<file path="src/jpc_pkg.sv">
// package: register map, field layout, reset values and scaling for the loop control registers
package jpc_pkg;

    // register port widths
    localparam int unsigned ADDR_W = 8;
    localparam int unsigned DATA_W = 8;
    localparam int unsigned NUM_REGS = 5;

    // register offsets
    localparam logic [7:0] ADDR_FEEDBACK_BYPASS_CTRL = 8'h03;
    localparam logic [7:0] ADDR_LOOP_BYPASS_CTRL = 8'h0A;
    localparam logic [7:0] ADDR_FIRST_LOOP_PUMP_CTRL = 8'h10;
    localparam logic [7:0] ADDR_OSC_OUTPUT_OFFSET_CTRL = 8'h11;
    localparam logic [7:0] ADDR_SECOND_LOOP_PUMP_CTRL = 8'h12;

    // reset values (force_mid_tuning set, both pump codes at 11000)
    localparam logic [7:0] RST_FEEDBACK_BYPASS_CTRL = 8'h00;
    localparam logic [7:0] RST_LOOP_BYPASS_CTRL = 8'h00;
    localparam logic [7:0] RST_FIRST_LOOP_PUMP_CTRL = 8'h58;
    localparam logic [7:0] RST_OSC_OUTPUT_OFFSET_CTRL = 8'h00;
    localparam logic [7:0] RST_SECOND_LOOP_PUMP_CTRL = 8'h18;

    // writable bits; everything else is reserved and reads zero
    localparam logic [7:0] MASK_FEEDBACK_BYPASS_CTRL = 8'h01;
    localparam logic [7:0] MASK_LOOP_BYPASS_CTRL = 8'h01;
    localparam logic [7:0] MASK_FIRST_LOOP_PUMP_CTRL = 8'hDF;
    localparam logic [7:0] MASK_OSC_OUTPUT_OFFSET_CTRL = 8'hFF;
    localparam logic [7:0] MASK_SECOND_LOOP_PUMP_CTRL = 8'h7F;

    // tables indexed by register slot
    localparam logic [7:0] REG_ADDR [NUM_REGS] = '{ADDR_FEEDBACK_BYPASS_CTRL,
        ADDR_LOOP_BYPASS_CTRL, ADDR_FIRST_LOOP_PUMP_CTRL, ADDR_OSC_OUTPUT_OFFSET_CTRL,
        ADDR_SECOND_LOOP_PUMP_CTRL};
    localparam logic [7:0] REG_RST [NUM_REGS] = '{RST_FEEDBACK_BYPASS_CTRL,
        RST_LOOP_BYPASS_CTRL, RST_FIRST_LOOP_PUMP_CTRL, RST_OSC_OUTPUT_OFFSET_CTRL,
        RST_SECOND_LOOP_PUMP_CTRL};
    localparam logic [7:0] REG_MASK [NUM_REGS] = '{MASK_FEEDBACK_BYPASS_CTRL,
        MASK_LOOP_BYPASS_CTRL, MASK_FIRST_LOOP_PUMP_CTRL, MASK_OSC_OUTPUT_OFFSET_CTRL,
        MASK_SECOND_LOOP_PUMP_CTRL};
    localparam int unsigned SLOT_FEEDBACK = 0;
    localparam int unsigned SLOT_LOOP = 1;
    localparam int unsigned SLOT_PUMP1 = 2;
    localparam int unsigned SLOT_OSC = 3;
    localparam int unsigned SLOT_PUMP2 = 4;

    // field positions
    localparam int unsigned BIT_FEEDBACK_BYPASS = 0;
    localparam int unsigned BIT_LOOP_BYPASS = 0;
    localparam int unsigned BIT_TUNING_POLARITY = 7;
    localparam int unsigned BIT_FORCE_MID_TUNING = 6;
    localparam int unsigned PUMP_LSB = 0;
    localparam int unsigned PUMP_W = 5;
    localparam int unsigned BIT_OSC_BUFFER_POWER = 7;
    localparam int unsigned BIT_OSC_BUFFER_FORMAT = 6;
    localparam int unsigned BIT_PHASE_OFFSET_ENABLE = 5;
    localparam int unsigned OFFSET_LSB = 0;
    localparam int unsigned OFFSET_W = 5;
    localparam int unsigned AMP_LSB = 5;
    localparam int unsigned AMP_W = 2;

    // scaling: pump steps in microamps, offset step 0.9 degree in millidegrees
    localparam int unsigned PUMP1_STEP_UA = 50;
    localparam int unsigned PUMP2_STEP_UA = 200;
    localparam int unsigned OFFSET_STEP_MDEG = 900;

    // feedback divider limits and reset ratio
    localparam int unsigned DIV1_W = 12;
    localparam int unsigned DIV2_W = 9;
    localparam int unsigned DIV1_MIN = 1;
    localparam int unsigned DIV2_MIN = 4;
    localparam int unsigned DIV1_RESET = 3072;
    localparam int unsigned DIV2_RESET = 96;
    localparam int unsigned RATIO_W = DIV1_W + DIV2_W;

    typedef struct packed {
        logic feedback_bypass;
        logic loop_enable;
        logic tuning_polarity;
        logic force_mid_tuning;
        logic [PUMP_W-1:0] first_pump_current;
        logic [PUMP_W-1:0] second_pump_current;
        logic osc_buffer_power;
        logic osc_buffer_format;
        logic [AMP_W-1:0] osc_buffer_amplitude;
        logic phase_offset_enable;
        logic [OFFSET_W-1:0] phase_offset_code;
    } jpc_cfg_t;

    typedef struct packed {
        logic [10:0] first_pump_ua;
        logic [12:0] second_pump_ua;
        logic [14:0] phase_offset_mdeg;
        logic [RATIO_W-1:0] feedback_ratio;
    } jpc_analog_t;

endpackage

</file>
<file path="src/jpc_cfg_reg.sv">
// one 8-bit configuration register with a write mask for reserved bits
`timescale 1ns/1ns
`default_nettype none
module jpc_cfg_reg #(
    parameter logic [7:0] RESET_VAL = 8'h00,
    parameter logic [7:0] WR_MASK = 8'hFF
) (
    // clock and reset
    input wire logic clk_i,
    input wire logic srst_i,
    // write side
    input wire logic wr_i,
    input wire logic [7:0] wdata_i,
    // contents
    output logic [7:0] q_o
);
    logic [7:0] q_reg;
    logic [7:0] q_next;

    always_comb begin
        q_next = q_reg;
        if (wr_i) begin
            q_next = wdata_i & WR_MASK;
        end
    end

    always_ff @(posedge clk_i) begin
        if (srst_i) begin
            q_reg <= RESET_VAL & WR_MASK;
        end else begin
            q_reg <= q_next;
        end
    end

    assign q_o = q_reg;
endmodule
`default_nettype wire

</file>
<file path="src/jpc_ctrl.sv">
// control register group for the two-stage loop: register port and decoded controls
//
// Notes on behaviour
// - feedback bypass clear uses first divider only; set uses product of both
// - loop bypass set disables and routes around the first loop; reset enabled
// - tuning polarity clear is positive, set is negative
// - force mid tuning resets to one; software clears it so the loop locks
// - first pump current is (code plus one) times step; resets to 11000
// - oscillator buffer output powered down when clear (reset), up when set
// - oscillator buffer format: clear differential low voltage, set emitter coupled
// - offset enable applies the offset field to the phase detector, else none
// - offset scales linearly in 0.9 degree steps, max code 31, resets zero
// - second pump current is (code plus one) times step; resets to 11000
// - second divider range 4 to 511, first divider range 1 to 4095
`timescale 1ns/1ns
`default_nettype none
module jpc_ctrl
    import jpc_pkg::*;
(
    // clock and reset
    input wire logic clk_i,
    input wire logic srst_i,
    // register port behind the serial configuration interface
    input wire logic [ADDR_W-1:0] reg_addr_i,
    input wire logic [DATA_W-1:0] reg_wdata_i,
    input wire logic reg_wr_i,
    input wire logic reg_rd_i,
    output logic [DATA_W-1:0] reg_rdata_o,
    output logic reg_ack_o,
    // divider values held in the divider register group
    input wire logic [DIV1_W-1:0] first_feedback_divider_i,
    input wire logic [DIV2_W-1:0] second_feedback_divider_i,
    // decoded controls towards the analog loops
    output jpc_cfg_t cfg_o,
    output jpc_analog_t analog_o
);
    logic [7:0] regs [NUM_REGS];
    logic [DATA_W-1:0] rdata_reg;
    logic [DATA_W-1:0] rdata_next;
    logic ack_reg;
    logic ack_next;
    jpc_cfg_t cfg_reg;
    jpc_cfg_t cfg_next;
    jpc_analog_t analog_reg;
    jpc_analog_t analog_next;
    logic [DIV1_W-1:0] div1_c;
    logic [DIV2_W-1:0] div2_c;

    // registers; the write mask keeps reserved bits at zero
    for (genvar i = 0; i < NUM_REGS; i++) begin : g_regs
        jpc_cfg_reg #(
            .RESET_VAL(REG_RST[i]),
            .WR_MASK(REG_MASK[i])
        ) u_reg (
            .clk_i(clk_i),
            .srst_i(srst_i),
            .wr_i(reg_wr_i && (reg_addr_i == REG_ADDR[i])),
            .wdata_i(reg_wdata_i),
            .q_o(regs[i])
        );
    end

    // read path: answer one cycle after the strobe, unmapped addresses read zero
    always_comb begin
        rdata_next = rdata_reg;
        ack_next = reg_rd_i;
        if (reg_rd_i) begin
            if (reg_addr_i == ADDR_FEEDBACK_BYPASS_CTRL) begin
                rdata_next = regs[SLOT_FEEDBACK];
            end else if (reg_addr_i == ADDR_LOOP_BYPASS_CTRL) begin
                rdata_next = regs[SLOT_LOOP];
            end else if (reg_addr_i == ADDR_FIRST_LOOP_PUMP_CTRL) begin
                rdata_next = regs[SLOT_PUMP1];
            end else if (reg_addr_i == ADDR_OSC_OUTPUT_OFFSET_CTRL) begin
                rdata_next = regs[SLOT_OSC];
            end else if (reg_addr_i == ADDR_SECOND_LOOP_PUMP_CTRL) begin
                rdata_next = regs[SLOT_PUMP2];
            end else begin
                rdata_next = '0;
            end
        end
    end

    always_ff @(posedge clk_i) begin
        if (srst_i) begin
            rdata_reg <= '0;
            ack_reg <= 1'b0;
        end else begin
            rdata_reg <= rdata_next;
            ack_reg <= ack_next;
        end
    end

    // out-of-range divider codes are pinned to that divider's lowest legal value
    always_comb begin
        div1_c = first_feedback_divider_i;
        div2_c = second_feedback_divider_i;
        if (first_feedback_divider_i < DIV1_W'(DIV1_MIN)) begin
            div1_c = DIV1_W'(DIV1_MIN);
        end
        if (second_feedback_divider_i < DIV2_W'(DIV2_MIN)) begin
            div2_c = DIV2_W'(DIV2_MIN);
        end
    end

    // field decode; outputs are registered so the loops see glitch-free controls
    always_comb begin
        cfg_next.feedback_bypass = regs[SLOT_FEEDBACK][BIT_FEEDBACK_BYPASS];
        cfg_next.loop_enable = !regs[SLOT_LOOP][BIT_LOOP_BYPASS];
        cfg_next.tuning_polarity = regs[SLOT_PUMP1][BIT_TUNING_POLARITY];
        cfg_next.force_mid_tuning = regs[SLOT_PUMP1][BIT_FORCE_MID_TUNING];
        cfg_next.first_pump_current = regs[SLOT_PUMP1][PUMP_LSB +: PUMP_W];
        cfg_next.second_pump_current = regs[SLOT_PUMP2][PUMP_LSB +: PUMP_W];
        cfg_next.osc_buffer_power = regs[SLOT_OSC][BIT_OSC_BUFFER_POWER];
        cfg_next.osc_buffer_format = regs[SLOT_OSC][BIT_OSC_BUFFER_FORMAT];
        cfg_next.osc_buffer_amplitude = regs[SLOT_PUMP2][AMP_LSB +: AMP_W];
        cfg_next.phase_offset_enable = regs[SLOT_OSC][BIT_PHASE_OFFSET_ENABLE];
        // the detector sees no offset current at all while disabled
        cfg_next.phase_offset_code = '0;
        if (regs[SLOT_OSC][BIT_PHASE_OFFSET_ENABLE]) begin
            cfg_next.phase_offset_code = regs[SLOT_OSC][OFFSET_LSB +: OFFSET_W];
        end
    end

    // scaled values for monitoring; pump code 0 still gives one step
    always_comb begin
        analog_next.first_pump_ua = (11'(cfg_next.first_pump_current) + 11'h001)
            * 11'(PUMP1_STEP_UA);
        analog_next.second_pump_ua = (13'(cfg_next.second_pump_current) + 13'h0001)
            * 13'(PUMP2_STEP_UA);
        analog_next.phase_offset_mdeg = 15'(cfg_next.phase_offset_code)
            * 15'(OFFSET_STEP_MDEG);
        if (cfg_next.feedback_bypass) begin
            analog_next.feedback_ratio = RATIO_W'(div1_c) * RATIO_W'(div2_c);
        end else begin
            analog_next.feedback_ratio = RATIO_W'(div1_c);
        end
    end

    always_ff @(posedge clk_i) begin
        if (srst_i) begin
            cfg_reg <= '0;
            cfg_reg.loop_enable <= 1'b1;
            cfg_reg.force_mid_tuning <= 1'b1;
            cfg_reg.first_pump_current <= RST_FIRST_LOOP_PUMP_CTRL[PUMP_W-1:0];
            cfg_reg.second_pump_current <= RST_SECOND_LOOP_PUMP_CTRL[PUMP_W-1:0];
            analog_reg.first_pump_ua <= 11'((PUMP1_STEP_UA
                * (RST_FIRST_LOOP_PUMP_CTRL[PUMP_W-1:0] + 1)));
            analog_reg.second_pump_ua <= 13'((PUMP2_STEP_UA
                * (RST_SECOND_LOOP_PUMP_CTRL[PUMP_W-1:0] + 1)));
            analog_reg.phase_offset_mdeg <= '0;
            analog_reg.feedback_ratio <= RATIO_W'(DIV1_RESET);
        end else begin
            cfg_reg <= cfg_next;
            analog_reg <= analog_next;
        end
    end

    assign reg_rdata_o = rdata_reg;
    assign reg_ack_o = ack_reg;
    assign cfg_o = cfg_reg;
    assign analog_o = analog_reg;

    // checks
    a_fb_ratio_sel: assert property (@(posedge clk_i) disable iff (srst_i)
        !$past(srst_i) |-> (analog_o.feedback_ratio == (cfg_o.feedback_bypass
        ? RATIO_W'($past(div1_c)) * RATIO_W'($past(div2_c)) : RATIO_W'($past(div1_c)))))
        else $error("feedback ratio does not follow bypass bit");
    a_loop_bypass_write: assert property (@(posedge clk_i) disable iff (srst_i)
        (reg_wr_i && reg_addr_i == ADDR_LOOP_BYPASS_CTRL)
        |-> ##2 (cfg_o.loop_enable == !$past(reg_wdata_i[BIT_LOOP_BYPASS], 2)))
        else $error("loop enable not inverse of written bypass bit");
    a_polarity_write: assert property (@(posedge clk_i) disable iff (srst_i)
        (reg_wr_i && reg_addr_i == ADDR_FIRST_LOOP_PUMP_CTRL)
        |-> ##2 (cfg_o.tuning_polarity == $past(reg_wdata_i[BIT_TUNING_POLARITY], 2)))
        else $error("tuning polarity not taken from write");
    a_reset_defaults: assert property (@(posedge clk_i)
        srst_i |=> (cfg_o.force_mid_tuning && cfg_o.loop_enable
        && cfg_o.first_pump_current == 5'h18 && cfg_o.second_pump_current == 5'h18
        && !cfg_o.osc_buffer_power && !cfg_o.osc_buffer_format))
        else $error("control outputs wrong after reset");
    a_pump1_scale: assert property (@(posedge clk_i) disable iff (srst_i)
        analog_o.first_pump_ua == (11'(cfg_o.first_pump_current) + 11'h001) * 11'h032)
        else $error("first pump current scaling wrong");
    a_osc_power_write: assert property (@(posedge clk_i) disable iff (srst_i)
        (reg_wr_i && reg_addr_i == ADDR_OSC_OUTPUT_OFFSET_CTRL)
        |-> ##2 (cfg_o.osc_buffer_power == $past(reg_wdata_i[BIT_OSC_BUFFER_POWER], 2)
        && cfg_o.osc_buffer_format == $past(reg_wdata_i[BIT_OSC_BUFFER_FORMAT], 2)))
        else $error("oscillator buffer power or format not taken from write");
    a_offset_gate: assert property (@(posedge clk_i) disable iff (srst_i)
        !cfg_o.phase_offset_enable |-> (cfg_o.phase_offset_code == '0
        && analog_o.phase_offset_mdeg == '0))
        else $error("offset applied while disabled");
    a_offset_scale: assert property (@(posedge clk_i) disable iff (srst_i)
        analog_o.phase_offset_mdeg == 15'(cfg_o.phase_offset_code) * 15'h0384)
        else $error("phase offset scaling wrong");
    a_pump2_scale: assert property (@(posedge clk_i) disable iff (srst_i)
        analog_o.second_pump_ua == (13'(cfg_o.second_pump_current) + 13'h0001) * 13'h00C8)
        else $error("second pump current scaling wrong");
    a_div_floor: assert property (@(posedge clk_i) disable iff (srst_i)
        (second_feedback_divider_i < 9'h004 && first_feedback_divider_i != 12'h000)
        |=> (!cfg_o.feedback_bypass || analog_o.feedback_ratio
        == 21'($past(first_feedback_divider_i)) * 21'h000004))
        else $error("second divider below floor used");
    a_reserved_zero: assert property (@(posedge clk_i) disable iff (srst_i)
        (reg_rd_i && reg_addr_i == ADDR_LOOP_BYPASS_CTRL)
        |=> (reg_ack_o && reg_rdata_o[7:1] == 7'h00))
        else $error("reserved bits read nonzero");
endmodule
`default_nettype wire

</file>
<file path="config.mk">
export PLATFORM = sky130hd
export DESIGN_NAME = jpc_ctrl
export DESIGN_NICKNAME = d
export VERILOG_FILES = /design/src/jpc_pkg.sv /design/src/jpc_cfg_reg.sv /design/src/jpc_ctrl.sv
export SDC_FILE = /design/constraint.sdc
export NUM_CORES = 1
export LEC_CHECK = 0
export ABC_AREA = 0
export BUFFER_PORTS_ARGS = -buffer_cell sky130_fd_sc_hd__buf_4
export CELL_PAD_IN_SITES_DETAIL_PLACEMENT = 1
export CELL_PAD_IN_SITES_GLOBAL_PLACEMENT = 2
export CORE_MARGIN = 3
export CORE_UTILIZATION = 38
export DETAILED_ROUTE_END_ITERATION = 8
export GPL_TIMING_DRIVEN = 0
export PLACE_DENSITY_LB_ADDON = 0.12
export RECOVER_POWER = 25
export SLEW_MARGIN = 20
export SYNTH_ARGS = -nofsm -noshare
export SYNTH_HDL_FRONTEND = slang
export SYNTH_SLANG_ARGS = --single-unit
</file>
<file path="constraint.sdc">
create_clock -name clk_i -period 12.49 [get_ports clk_i]
set_input_delay 0.6245 -clock clk_i [delete_from_list [all_inputs] [get_ports clk_i]]
set_output_delay 0.6245 -clock clk_i [all_outputs]
set_load 0.03 [all_outputs]
</file>
==> flow_summary.ini <==
[synthesis]
synth_edf_count = 0
syn_avg_cell_area_um2 = 9.13
ys_seq_elements = 105
netlist_instances = 917
yosys.area.top_type_share_pct = 25.1
yosysSeqAreaShare_pct = 25.1
netlist-cell-type-count = 47
synthTopCellsByArea = dfxtp_1 (25%), fa_1 (18%), ha_1 (15%), inv_1 (5.5%), mux2i_1 (4.9%)
ys_warn_count = 0
synth_flop_cell = dfxtp_1
yosysTopAreaCell = dfxtp_1
synth_async_sr_flop_share_pct = 0
syn_area_um2 = 8370

[timing]
hold_viol = 0
hold_slack_ps = 484
skew_ps = 7.56
setup_violations = 0
period_needed_ps = 5870
fin_crit_sh_pct = 47.0
max_freq_mhz = 170
rsz0062_at_grt = false
finalSetupTns_ps = 0
worst_slew_pin_slew_ps = 797
final-max-slew-violation-count = 0
slew_headroom_pct = 46.6

[power_and_ir_drop]
p_int_mw = 0.722
vdd_ir_drop_max_mv = 0.105
cellPowerDensity_nw_per_um2 = 125
power.switching_mw = 0.503
power_frac_comb_pct = 49.9
p_seq_share_pct = 27.7
switching_share_pct = 41.1
power_leakage_nw = 4.93
power.total_mw = 1.23
clockPowerShare_pct = 22.5

[routing]
wl_um = 22400
first_pass_iters = 5
num_vias = 6508
drt-wirelength-per-cell_um = 16.7
drc = 0
vias_per_cell = 4.86
ant_nets = 0
drt_iter0_drc = 150

[placed_design]
io_buffers = 127
globalplace.congestion = 0.833
dp_cells = 1324
dp_hpwl_um = 18300

[grt]
grt-ovfl-total = 0
grt_use_total_pct = 19.2
grt_pass1_wl_um = 36700
grt_max_degree = 19
first_global_vias = 7024
antenna_found_initial = 0

[final_layout]
antenna_cells = 0
final_cells = 1339
drive_gt1_share_pct = 12.8
fillCellCount = 2553
post-route-util_pct = 46.0
synthToLayoutAreaGrowth_pct = 17.3
nNetsFinal = 1275

[critical_path]
critPathArrivalTime_ps = 6150
crit_path_start_kind = primary input
cp_max_fo = 10
crit_required_ps = 12770
worstSetupEndpointType = flop
path_class = primary input to flop

[clock_tree]
ctsHoldBuffers = 0
cts_setup_buffers = 0
cts_root_buf = clkbuf_16
ctsResizeCount = 0
clk_path_buf_depth = 2
insertion_delay_ps = 350
cts_max_level = 3
cts_tree = built
cts_sinks = 105
cts_buffers = 9
clk_pin_slew_ps = 70

[floorplanning]
row_count = 53
dieWidth_um = 154
ios = 134
die_y_um = 154
core_um2 = 21400
start_util_pct = 39.2
die_area_um2 = 23800

[flow_run]
drv_cap = 0

[outcome]
outcome = complete, no violations

[min_path]
hold_path.class = flop to flop
power groups by stage:
stage	Sequential, mW	Clock [mW]	Combinational (mW)
6_report	0.339	0.275	0.611
3_5_place_dp	0.347	0	0.623
3_3_place_gp	0.347	0	0.615
5_1_grt	0.339	0.297	0.699
4_1_cts	0.339	0.284	0.627
2_1_floorplan	0.352	0	0.448
state kept, by name, indices dropped and copies added, names as in the netlist:
signal,flops
cfg_o,23
reg_ack_o,1
reg_rdata_o,8
analog_o,49
g_regs.u_reg.q_o,24
routing by layer:
layer / track usage, % / wire length [um] / vias to the layer above
met1: 24.1 / 9890 / 3215
li1: - / - / 3171
met2: 35.3 / 11500 / 104
met3: 2.15 / 727 / 18
met5: 0 / 0 / -
met4: 4.50 / 331 / 0
logic make-up after synthesis:
kind of cell    share of synthesized area (%)
simple gates                             18.7
fa+ha+maj                                32.8
mux                                      5.04
flops                                    25.1
other cells                            0.0448
compound gates                           6.25
buf+inv                                  8.58
xor+xnor                                 3.45
through the flow:
| step | worst slack (ps) | cell area, um^2 |
|---|---|---|
| 4_1_cts | 6580 | 9960 |
| 2_1_floorplan | 7200 | 8390 |
| 3_3_place_gp | 6230 | 9680 |
| 3_5_place_dp | 6210 | 9680 |
| 5_1_grt | 6330 | 9820 |
| 6_report | 6620 | 9820 |
worst paths after layout:
check / slack, ps / depth (start not counted) / to / from
worst max register to register: 9160 / 11 / analog_o[48]$_SDFF_PP1_ / g_regs[4].u_reg.q_o[1]$_SDFFE_PP0P_
worst min register to register: 480 / 2 / reg_rdata_o[5]$_SDFFE_PP0P_ / reg_rdata_o[5]$_SDFFE_PP0P_
worst min-delay path: 480 / 2 / reg_rdata_o[5]$_SDFFE_PP0P_ / reg_rdata_o[5]$_SDFFE_PP0P_
worst max-delay path: 6620 / 20 / analog_o[14]$_SDFF_PP0_ / second_feedback_divider_i[3]
cell type report:
type / count / area (um^2) / share of cell area, %
clock buffers: 9 / 225 / 2.29
flip-flops and latches: 105 / 2100 / 21.4
multi-input cells: 640 / 5570 / 56.7
repair buffers: 127 / 807 / 8.22
inverters: 122 / 458 / 4.67
plain buffers: 55 / 260 / 2.65
well taps: 275 / 344 / 3.51
clock inverters: 6 / 52.6 / 0.535
cell usage in the layout, fill, tap and decap left out, types with 41 or more instances in the layout:
master and instances:
dfxtp_1 105, buf_4 100, fa_1 76, inv_1 122
clkbuf_1 78, nand2_1 75, ha_1 98, mux2i_1 41
nor2_1 66, and2_1 60
critical path, cell delays in order:
cell and delay (ps):
buf_4 140, nor4_1 280, nand2_1 210, nand2b_1 170, clkbuf_1 490, nand2_1 160, fa_1 560, inv_1 50
fa_1 480, fa_1 500, inv_1 50, fa_1 520, inv_1 40, ha_1 270, clkbuf_1 180, a21o_1 200
a311o_1 400, a21o_1 210, a221oi_1 370, mux2i_1 220
cells in the mapped netlist (2+ instances only):
master / n
nand2_1: 75
nand4_1: 4
or2_2: 9
xnor2_1: 18
and2_1: 60
nor2b_1: 29
nand3_1: 20
o21ai_0: 10
buf_4: 12
o21bai_1: 5
a31o_2: 3
nor3_1: 5
a21o_1: 10
a31oi_1: 3
inv_1: 122
fa_1: 76
a21oi_1: 31
dfxtp_1: 105
a211oi_1: 4
and3_1: 4
a211o_1: 5
mux2i_1: 41
nor4_1: 3
a22o_1: 2
ha_1: 98
nand2b_1: 23
nand3_4: 2
buf_1: 2
clkbuf_1: 39
nor2_1: 66
xor2_1: 15
Power figures use the tool's default switching activity.
